`src/design/cfdr_defines.vh`:
```
// Purpose: Offsets, field positions, reset values and the fraction limit for the clock status and fine delay registers
// Assumes: APB byte addresses; each register is one aligned 32-bit word
// Notes:   Register index times four gives the byte address
`ifndef CFDR_DEFINES_VH
`define CFDR_DEFINES_VH

// Register indices, as printed
`define CFDR_IDX_STATUS        10'h01F
`define CFDR_IDX_BYPASS        10'h0A0
`define CFDR_IDX_RAMP_CAP      10'h0A1
`define CFDR_IDX_FRACTION      10'h0A2
`define CFDR_IDX_THRESH_SEL    10'h01A

// Status fields
`define CFDR_ST_LOCK           0
`define CFDR_ST_FIRST_REFERENCE_INPUT_ABOVE     1
`define CFDR_ST_SECOND_REFERENCE_INPUT_ABOVE     2
`define CFDR_ST_VCO_ABOVE      3

// Control fields
`define CFDR_BYPASS_BIT        0
`define CFDR_CAP_LSB           3
`define CFDR_CAP_MSB           5
`define CFDR_CUR_LSB           0
`define CFDR_CUR_MSB           2
`define CFDR_THRESH_BIT        6

// Reset values and the fraction limit
`define CFDR_BYPASS_RST        1'h1
`define CFDR_CAP_RST           3'h0
`define CFDR_CUR_RST           3'h0
`define CFDR_FRACTION_RST      6'h00
`define CFDR_THRESH_RST        1'h0
`define CFDR_FRACTION_MAX      6'h2F

`endif

```
`src/design/cfdr_sync2.v`:
```
// Purpose: Two flip-flop synchroniser for a bus of pin levels
// Assumes: Inputs are quasi-static levels
// Notes:   First stage read only by the second stage
`timescale 1ns/100ps
module cfdr_sync2 #(
  parameter WIDTH = 4
) (
  // Clock and reset
  input  wire             sys_clk_i,
  input  wire             rst_i,
  // Data
  input  wire [WIDTH-1:0] async_i,
  output reg  [WIDTH-1:0] sync_o
);

  reg [WIDTH-1:0] meta_reg;

  // Two stages to settle metastability
  always @(posedge sys_clk_i or posedge rst_i) begin
    if (rst_i) begin
      meta_reg <= {WIDTH{1'b0}};
      sync_o   <= {WIDTH{1'b0}};
    end else begin
      meta_reg <= async_i;
      sync_o   <= meta_reg;
    end
  end

endmodule // cfdr_sync2

```
`src/design/cfdr_regs.v`:
```
// Purpose: APB register slice: PLL/reference status and first fine-delay channel controls
// Assumes: 100 MHz sys_clk_i; status inputs come from analog monitors in other domains
// Notes:   Zero-wait-state APB slave, unmapped addresses read zero and raise pslverr
//
// Functional notes
// - Status bit 2 shows second reference above the threshold chosen by select bit
// - Status bit 1 shows first reference above the selected threshold; read-only
// - Status bit 0 shows digital lock detect, 1 while locked; read-only
// - VCO comparison bit reads 1 above threshold frequency, 0 below
// - Bit 0 of 0x0A0 selects bypass or use of the fine delay
// - Field [5:3] of 0x0A1 selects ramp capacitor count, 000 gives 4
// - Full-scale delay set by capacitor count together with ramp current
// - VCO comparison flag sits at bit 3 of the status register
//
// Register access over APB was decided locally.
`timescale 1ns/100ps
`include "cfdr_defines.vh"
module cfdr_regs #(
  parameter AW = 12
) (
  // Clock and reset
  input  wire          sys_clk_i,
  input  wire          rst_i,
  // APB slave
  input  wire          psel_i,
  input  wire          penable_i,
  input  wire          pwrite_i,
  input  wire [AW-1:0] paddr_i,
  input  wire [31:0]   pwdata_i,
  output reg  [31:0]   prdata_o,
  output reg           pready_o,
  output reg           pslverr_o,
  // Monitor levels from the analog side
  input  wire          pll_locked_i,
  input  wire          first_reference_input_above_i,
  input  wire          second_reference_input_above_i,
  input  wire          vco_above_i,
  // Threshold select to the reference monitors
  output reg           ref_thresh_sel_o,
  // Fine delay controls for the first fine-delay output
  output reg           first_fine_delay_output_bypass_o,
  output reg  [2:0]    first_fine_delay_output_ramp_caps_o,
  output reg  [2:0]    first_fine_delay_output_ramp_current_o,
  output reg  [5:0]    first_fine_delay_output_fraction_o,
  output reg  [7:0]    first_fine_delay_output_full_scale_o
);

  // Byte address of a register index
  function [AW-1:0] cfdr_addr;
    input [9:0] idx;
    begin
      cfdr_addr = {idx, 2'b00};
    end
  endfunction

  // Ramp capacitor count for the 3-bit select; 111 treated as 2
  function [2:0] cfdr_cap_count;
    input [2:0] sel;
    begin
      case (sel)
        3'h0:    cfdr_cap_count = 3'h4;
        3'h1:    cfdr_cap_count = 3'h3;
        3'h2:    cfdr_cap_count = 3'h3;
        3'h3:    cfdr_cap_count = 3'h2;
        3'h4:    cfdr_cap_count = 3'h3;
        3'h5:    cfdr_cap_count = 3'h2;
        3'h6:    cfdr_cap_count = 3'h2;
        default: cfdr_cap_count = 3'h2;
      endcase
    end
  endfunction

  wire [3:0] status_sync;
  reg        bypass_reg;
  reg  [2:0] cap_reg;
  reg  [2:0] cur_reg;
  reg  [5:0] frac_reg;
  reg        thresh_reg;
  reg  [31:0] rdata_next;
  reg         hit_next;
  reg  [7:0]  full_scale_next;

  // Monitor levels are from foreign domains, so synchronise first
  cfdr_sync2 #(
    .WIDTH (4)
  ) u_sync (
    .sys_clk_i (sys_clk_i),
    .rst_i     (rst_i),
    .async_i   ({vco_above_i, second_reference_input_above_i,
                 first_reference_input_above_i, pll_locked_i}),
    .sync_o    (status_sync)
  );

  wire setup_phase = psel_i & ~penable_i;
  wire wr_access   = psel_i & penable_i & pwrite_i & pready_o;

  // Read mux and address decode
  always @* begin
    rdata_next = 32'h0000_0000;
    hit_next   = 1'b1;
    if (paddr_i == cfdr_addr(`CFDR_IDX_STATUS)) begin
      rdata_next[`CFDR_ST_LOCK]       = status_sync[0];
      rdata_next[`CFDR_ST_FIRST_REFERENCE_INPUT_ABOVE] = status_sync[1];
      rdata_next[`CFDR_ST_SECOND_REFERENCE_INPUT_ABOVE] = status_sync[2];
      rdata_next[`CFDR_ST_VCO_ABOVE]  = status_sync[3];
    end else if (paddr_i == cfdr_addr(`CFDR_IDX_BYPASS)) begin
      rdata_next[`CFDR_BYPASS_BIT] = bypass_reg;
    end else if (paddr_i == cfdr_addr(`CFDR_IDX_RAMP_CAP)) begin
      rdata_next[`CFDR_CAP_MSB:`CFDR_CAP_LSB] = cap_reg;
      rdata_next[`CFDR_CUR_MSB:`CFDR_CUR_LSB] = cur_reg;
    end else if (paddr_i == cfdr_addr(`CFDR_IDX_FRACTION)) begin
      rdata_next[5:0] = frac_reg;
    end else if (paddr_i == cfdr_addr(`CFDR_IDX_THRESH_SEL)) begin
      rdata_next[`CFDR_THRESH_BIT] = thresh_reg;
    end else begin
      hit_next = 1'b0;
    end
  end

  // APB answer: ready in the access cycle, data latched at setup
  always @(posedge sys_clk_i or posedge rst_i) begin
    if (rst_i) begin
      pready_o  <= 1'b0;
      prdata_o  <= 32'h0000_0000;
      pslverr_o <= 1'b0;
    end else begin
      pready_o  <= setup_phase;
      pslverr_o <= setup_phase & ~hit_next;
      if (setup_phase & ~pwrite_i) begin
        prdata_o <= rdata_next;
      end else if (~psel_i) begin
        prdata_o <= 32'h0000_0000;
      end
    end
  end

  // Control registers; status word ignores writes
  always @(posedge sys_clk_i or posedge rst_i) begin
    if (rst_i) begin
      bypass_reg <= `CFDR_BYPASS_RST;
      cap_reg    <= `CFDR_CAP_RST;
      cur_reg    <= `CFDR_CUR_RST;
      frac_reg   <= `CFDR_FRACTION_RST;
      thresh_reg <= `CFDR_THRESH_RST;
    end else if (wr_access) begin
      if (paddr_i == cfdr_addr(`CFDR_IDX_BYPASS)) begin
        bypass_reg <= pwdata_i[`CFDR_BYPASS_BIT];
      end
      if (paddr_i == cfdr_addr(`CFDR_IDX_RAMP_CAP)) begin
        cap_reg <= pwdata_i[`CFDR_CAP_MSB:`CFDR_CAP_LSB];
        cur_reg <= pwdata_i[`CFDR_CUR_MSB:`CFDR_CUR_LSB];
      end
      if (paddr_i == cfdr_addr(`CFDR_IDX_FRACTION)) begin
        // Stored as written; software keeps it in range
        frac_reg <= pwdata_i[5:0];
      end
      if (paddr_i == cfdr_addr(`CFDR_IDX_THRESH_SEL)) begin
        thresh_reg <= pwdata_i[`CFDR_THRESH_BIT];
      end
    end
  end

  // Full-scale code: capacitor count times current step (1..8 of 200 uA)
  always @* begin
    full_scale_next = {5'h00, cfdr_cap_count(cap_reg)} * ({5'h00, cur_reg} + 8'h01);
  end

  // Outputs to the analog delay path, all registered
  always @(posedge sys_clk_i or posedge rst_i) begin
    if (rst_i) begin
      ref_thresh_sel_o                       <= `CFDR_THRESH_RST;
      first_fine_delay_output_bypass_o       <= `CFDR_BYPASS_RST;
      first_fine_delay_output_ramp_caps_o    <= 3'h4;
      first_fine_delay_output_ramp_current_o <= `CFDR_CUR_RST;
      first_fine_delay_output_fraction_o     <= `CFDR_FRACTION_RST;
      first_fine_delay_output_full_scale_o   <= 8'h04;
    end else begin
      ref_thresh_sel_o                       <= thresh_reg;
      // High bypasses the delay, low routes through it
      first_fine_delay_output_bypass_o       <= bypass_reg;
      first_fine_delay_output_ramp_caps_o    <= cfdr_cap_count(cap_reg);
      first_fine_delay_output_ramp_current_o <= cur_reg;
      // Bypass forces zero fraction so no residual delay leaks through
      first_fine_delay_output_fraction_o     <= bypass_reg ? 6'h00 : frac_reg;
      first_fine_delay_output_full_scale_o   <= full_scale_next;
    end
  end

endmodule // cfdr_regs

```
`config.mk`:
```
export PLATFORM = sky130hd
export DESIGN_NAME = cfdr_regs
export DESIGN_NICKNAME = d
export VERILOG_FILES = /design/src/design/cfdr_sync2.v /design/src/design/cfdr_regs.v
export VERILOG_INCLUDE_DIRS = /design/src /design/src/design
export SDC_FILE = /design/constraint.sdc
export NUM_CORES = 1
export LEC_CHECK = 0
export ABC_CLOCK_PERIOD_IN_PS = 3100
export BUFFER_PORTS_ARGS = -buffer_cell sky130_fd_sc_hd__buf_4
export CORE_MARGIN = 2
export CORE_UTILIZATION = 41
export DETAILED_ROUTE_END_ITERATION = 8
export PLACE_DENSITY = 0.71
export SLEW_MARGIN = 0
export SYNTH_ARGS = -nofsm -noshare
export SYNTH_HDL_FRONTEND = slang
export SYNTH_SLANG_ARGS = --single-unit
```
`constraint.sdc`:
```
create_clock -name sys_clk_i -period 3.1 [get_ports sys_clk_i]
set_input_delay 0.62 -clock sys_clk_i [delete_from_list [all_inputs] [get_ports sys_clk_i]]
set_output_delay 0.62 -clock sys_clk_i [all_outputs]
set_load 0.03 [all_outputs]
```
==> results of run 1 <==
cell usage in the layout, fill, tap and decap left out, types with 3 or more instances in the layout:
master,n
inv_1,4
nor2b_1,10
o21ai_0,4
dfstp_2,4
fa_1,3
and2_1,5
dfrtp_1,48
a22o_1,7
ha_1,7
nor2_1,11
clkbuf_8,6
conb_1,26
a221o_1,4
mux2_2,14
buf_4,58
nand3_1,5
a21o_1,3
nor3_1,4
worst max-delay path: stages (launching register included):
cell and delay [ns]:
dfrtp_1 0.44, xor2_1 0.18, o21ai_0 0.41, nor2_1 0.12, fa_1 0.45, ha_1 0.25, fa_1 0.40, a21o_1 0.19
a21o_1 0.16
power groups by stage:
stage | clock [mW] | sequential, mW | combinational [mW]
6_report | 0.493 | 0.687 | 0.112
5_1_grt | 0.521 | 0.688 | 0.121
4_1_cts | 0.500 | 0.687 | 0.112
3_5_place_dp | 0 | 0.700 | 0.112
3_3_place_gp | 0 | 0.700 | 0.110
2_1_floorplan | 0 | 0.703 | 0.0922
logic make-up (layout without fill, tap and decap cells):
| kind of cell | after synthesis | in the layout | synth area share (%) |
|---|---|---|---|
| AOI/OAI and AO/OA | 24 | 24 | 7.716 |
| xor gates and xnor gates | 4 | 4 | 1.441 |
| adders and majority gates | 10 | 10 | 6.070 |
| buffers and inverters | 35 | 71 | 9.773 |
| DFF | 52 | 52 | 53.70 |
| muxes | 15 | 15 | 6.893 |
| other | 1 | 26 | 0.1542 |
| and+or+nand+nor | 53 | 53 | 14.25 |
worst paths after layout:
path / from / to / slack, ns / cells past startpoint
max: cap_reg[0] / first_fine_delay_output_full_scale_o[6] / 0.40 / 8
min: u_sync.meta_reg[2] / u_sync.sync_o[2] / 0.36 / 0
max reg2reg: cap_reg[0] / first_fine_delay_output_full_scale_o[6] / 0.40 / 8
min reg2reg: u_sync.meta_reg[2] / u_sync.sync_o[2] / 0.36 / 0
max in group asynchronous: rst_i / u_sync.meta_reg[1] / 1.88 / 2
min in group asynchronous: rst_i / first_fine_delay_output_fraction_o[2] / 0.57 / 2
layout make-up:
type	instances	area, µm²
sequential	52	1306
timing repair buffer	58	435.4
clock buffer	6	82.58
fill	539	2858
clock inverter	2	38.79
tap	75	93.84
multi-input combinational	132	982.2
inverter	5	18.77
through the flow:
step	utilization, %	instances	cell area [µm²]	total power, mW	hold slack [ns]
after floorplan	-	219	2526	0.7949	0.3312
after global placement	48.77	322	2836	0.8103	0.3349
after detailed placement	48.77	322	2836	0.8123	0.3347
after CTS	50.86	330	2958	1.299	0.3564
after global routing	50.86	330	2958	1.330	0.3638
final	50.86	330	2958	1.292	0.3554
metal layers:
layer	vias to the layer above	GRT usage (%)	share of wire, %	routed length (µm)
met5	-	0	0	0
met4	0	7.627	2.3	104
met3	8	2.889	6.2	286
met2	53	23.80	49	2275
met1	767	18.75	42	1953
li1	741	-	-	-
==> results.py, run 1 <==
metrics = {
    "timing": {
        "maxSlewHeadroom_pct": 30.15,
        "tightest_slew_ns": 1.046,
        "setup_viol": 0,
        "fin_skew_ns": 0.006699,
        "timing_hold_violations_final": 0,
        "max_freq_mhz": 370.1,
        "fin_setup_tns_ns": 0,
        "finalCriticalPeriod_ns": 2.702,
        "slew_viol_final": 0,
        "fin_ws_ns": 0.3984,
        "rsz0062_at_grt": "false",
        "post-route-period-util_pct": 87.15,
    },
    "power_and_ir_drop": {
        "seqPwrFrac_pct": 53.2,
        "p_int_mw": 0.9794,
        "clkPwrFrac_pct": 38.2,
        "worst_ir_drop_vdd_mv": 0.1975,
        "p_sw_mw": 0.3122,
        "powerDensity_nw_per_um2": 436.7,
        "power.share.combinational_pct": 8.7,
        "p_sw_share_pct": 24.17,
        "power_leakage_nw": 1.588,
    },
    "finish": {
        "area_growth_pct": 21.61,
        "nets": 317,
        "drive_gt1_share_pct": 36.47,
        "largestRegisters": "first_fine_delay_output_full_scale_o x7, prdata_o x7",
        "antennaDiodeCount": 0,
    },
    "yosys": {
        "ys_seq_area_share_pct": 53.70,
        "synth_seq_cells": 52,
        "synth-main-ff-cell": "dfrtp_1",
        "ys_types": 42,
        "syn_area_per_cell_um2": 12.54,
        "mappedNetlistArea_um2": 2432,
        "synthCells": 194,
        "synth_edf_count": 0,
        "synthTopCellsByArea": "dfrtp_1 (49%), buf_4 (8.6%), mux2_2 (6.5%)",
        "yosys.area.top_type": "dfrtp_1",
        "yosysTopAreaCellShare_pct": 49.38,
        "yosysMostFrequentCell": "dfrtp_1",
        "synthArstFlopShare_pct": 100.0,
        "synth-warning-count": 0,
        "synth_common_cells": "dfrtp_1 (48), buf_4 (28), mux2_2 (14)",
    },
    "job": {
        "maxCapViolCount": 0,
    },
    "clock_network": {
        "cts_tree": "done",
        "path_clk_slew_ns": 0.09,
        "numCtsBuffers": 5,
        "post_cts_buffers": 0,
        "post_cts_resized": 0,
        "cts_buffer_depth": 2,
        "clk_latency_ns": 0.31,
        "cts_max_level": 2,
        "clock-sinks": 52,
        "clockRootBuffer": "clkbuf_8",
        "hold_buffers": 0,
    },
    "die": {
        "top_level_ports": 109,
        "fp.dieArea_um2": 6564,
        "die_w_um": 81.02,
        "row_count": 28,
        "die_h_um": 81.02,
        "coreArea_um2": 5816,
        "start_util_pct": 41.82,
    },
    "grt": {
        "grt_pass1_vias": 1528,
        "grt_remaining_overflow": 0,
        "antenna_found_initial": 0,
        "grt.total_usage_pct": 14.72,
        "grt_max_degree": 53,
        "grt_pass1_wl_um": 7245,
    },
    "detailed_routing": {
        "drt_first_pass_iters": 4,
        "avgRoutedWirePerCell_um": 14.00,
        "wl_um": 4620,
        "via_count": 1569,
        "drtAntennaViolNets": 0,
        "drt_iter0_markers": 90,
        "drc": 0,
        "vias_per_cell": 4.755,
    },
    "setup_path": {
        "cp-end-kind": "flop",
        "required_ns": 3.31,
        "cp.arrival_ns": 2.91,
        "critPathLaunchType": "flop",
        "path_class": "flop to flop",
        "cp_max_fo": 5,
    },
    "outcome": {
        "status": "completed",
    },
    "worst_hold_path": {
        "hp-class": "flop to flop",
    },
    "place": {
        "dp_hpwl_um": 3449,
        "gp_congestion": 0.8315,
        "pre_cts_ws_ns": 0.4055,
        "portBuffers": 57,
    },
}
No activity file was read; power rests on OpenSTA's default activity.
==> inputs of run 2 (changes only) <==
- ABC_CLOCK_PERIOD_IN_PS: 3100 -> 3380
- clock period: 3.1 -> 3.38 ns (I/O delays scaled with it)
==> run 2 against run 1 <==
Compared with the run above: register-to-register slack gained 0.27 ns; sequential cell count stayed put; non-clock buffer count is 1 lower; clock power down 32%; global-route usage shrank 0.38 points; routed wire length is 4.0% lower; setup slack improved by 0.27 ns; final cell count fell by 0.30%; final area down 1.6%; sequential share of layout area up 0.72 points; critical path type unchanged; largest power group unchanged; sequential power fell by 8.3%; utilization fell by 0.82 points.
==> results.py, run 2 (same netlist as run 1, synthesis figures left out) <==
metrics = {
    "timing": {
        "fin_skew_ns": 0.01264,
        "timing_hold_violations_final": 0,
        "finalCriticalPeriod_ns": 2.707,
        "holdWs_ns": 0.3526,
        "fin_setup_tns_ns": 0,
        "slew_viol_final": 0,
        "tightest_slew_ns": 1.023,
        "maxSlewHeadroom_pct": 31.70,
        "post-route-period-util_pct": 80.08,
        "rsz0062_at_grt": "false",
        "max_freq_mhz": 369.4,
        "setup_viol": 0,
        "fin_ws_ns": 0.6733,
    },
    "place": {
        "pre_cts_ws_ns": 0.6569,
        "dp_hpwl_um": 3442,
        "portBuffers": 57,
        "dp_cells": 321,
        "dpl_cell_area_um2": 2829,
        "gp_congestion": 0.8369,
    },
    "power_and_ir_drop": {
        "power_leakage_nw": 1.564,
        "p_int_mw": 0.8015,
        "p_sw_mw": 0.2628,
        "powerDensity_nw_per_um2": 365.7,
        "worst_ir_drop_vdd_mv": 0.1515,
        "power.share.combinational_pct": 9.5,
        "finalPower_mw": 1.064,
        "clkPwrFrac_pct": 31.3,
        "seqPwrFrac_pct": 59.2,
        "p_sw_share_pct": 24.69,
    },
    "clock_network": {
        "post_cts_buffers": 0,
        "post_cts_resized": 0,
        "clockRootBuffer": "clkbuf_8",
        "numCtsBuffers": 5,
        "cts_max_level": 2,
        "cts_buffer_depth": 2,
        "hold_buffers": 0,
        "cts_tree": "done",
        "path_clk_slew_ns": 0.08,
        "clk_latency_ns": 0.30,
        "clock-sinks": 52,
    },
    "finish": {
        "area_growth_pct": 19.65,
        "drive_gt1_share_pct": 35.43,
        "fin_util_pct": 50.04,
        "final_common_cell": "buf_4",
        "num-fill-cells": 550,
        "antennaDiodeCount": 0,
        "final_cell_mix": "buf_4 (57), dfrtp_1 (48), conb_1 (26)",
        "instances_no_fill": 329,
        "nets": 316,
        "design_area_um2": 2910,
        "largestRegisters": "first_fine_delay_output_full_scale_o x7, prdata_o x7",
    },
    "detailed_routing": {
        "wl_met3_um": 289,
        "drtAntennaViolNets": 0,
        "wl_met2_um": 2267,
        "vias_per_cell": 4.742,
        "wl_um": 4434,
        "highest_layer": "met4",
        "drt_iter0_markers": 41,
        "drc": 0,
        "drt_first_pass_iters": 4,
        "met1Wirelength_um": 1805,
        "avgRoutedWirePerCell_um": 13.48,
        "via_count": 1560,
    },
    "grt": {
        "grt.total_usage_pct": 14.34,
        "grt_max_degree": 53,
        "grt_pass1_wl_um": 7155,
        "antenna_found_initial": 0,
        "grt_pass1_vias": 1559,
        "grt_remaining_overflow": 0,
    },
    "setup_path": {
        "cp_max_fo": 5,
        "slowest_delay_ns": 0.45,
        "r2r_setup_slack_ns": 0.67,
        "crit_start": "cap_reg[0]",
        "reg2reg_from": "cap_reg[0]",
        "cp-end-kind": "flop",
        "required_ns": 3.57,
        "cp.arrival_ns": 2.90,
        "crit_family": "adder cells",
        "crit_buf_inv": 0,
        "cp_slowest_cell": "fa_1",
        "crit_chain": "xor2_1, o21ai_0, nor2_1, fa_1, ha_1, fa_1, a21o_1, a21o_1",
        "critPathLaunchType": "flop",
        "path_class": "flop to flop",
    },
    "job": {
        "maxCapViolCount": 0,
    },
    "die": {
        "row_count": 28,
        "top_level_ports": 109,
        "die_w_um": 81.02,
        "die_h_um": 81.02,
        "start_util_pct": 41.82,
        "fp.dieArea_um2": 6564,
        "coreArea_um2": 5816,
    },
    "outcome": {
        "status": "completed",
    },
    "worst_hold_path": {
        "hp-class": "flop to flop",
        "min_from": "u_sync.meta_reg[2]",
    },
}
## run 2: worst paths after layout
| path | end | cells past startpoint |
|---|---|---|
| worst max-delay path | first_fine_delay_output_full_scale_o[6] | 8 |
| worst max register to register | first_fine_delay_output_full_scale_o[6] | 8 |
| worst min register to register | u_sync.sync_o[2] | 0 |
| max in group asynchronous | first_fine_delay_output_ramp_current_o[1] | 2 |
| min in group asynchronous | first_fine_delay_output_fraction_o[2] | 2 |
| worst min-delay path | u_sync.sync_o[2] | 0 |
## run 2: cell type report
cell class	count	area (µm²)	area share [%]
well taps	75	93.84	3.224
multi-input cells	132	982.2	33.75
clock inverters	1	5.005	0.1720
inverters	5	18.77	0.6449
repair buffers	57	427.9	14.70
clock buffers	7	76.32	2.623
flip-flops and latches	52	1306	44.88
## run 2: metal layers
layer	global-route usage, %	vias to the layer above
met5	0	-
met4	5.593	0
met3	3.000	6
met2	24.96	50
met1	17.39	766
li1	-	738
## run 2: power by group through the flow
| stage | clock [mW] | combinational, mW | sequential [mW] |
|---|---|---|---|
| after floorplan | 0 | 0.0846 | 0.645 |
| after CTS | 0.343 | 0.102 | 0.630 |
| after global routing | 0.369 | 0.111 | 0.631 |
| after global placement | 0 | 0.101 | 0.642 |
| after detailed placement | 0 | 0.102 | 0.642 |
| final | 0.333 | 0.101 | 0.630 |
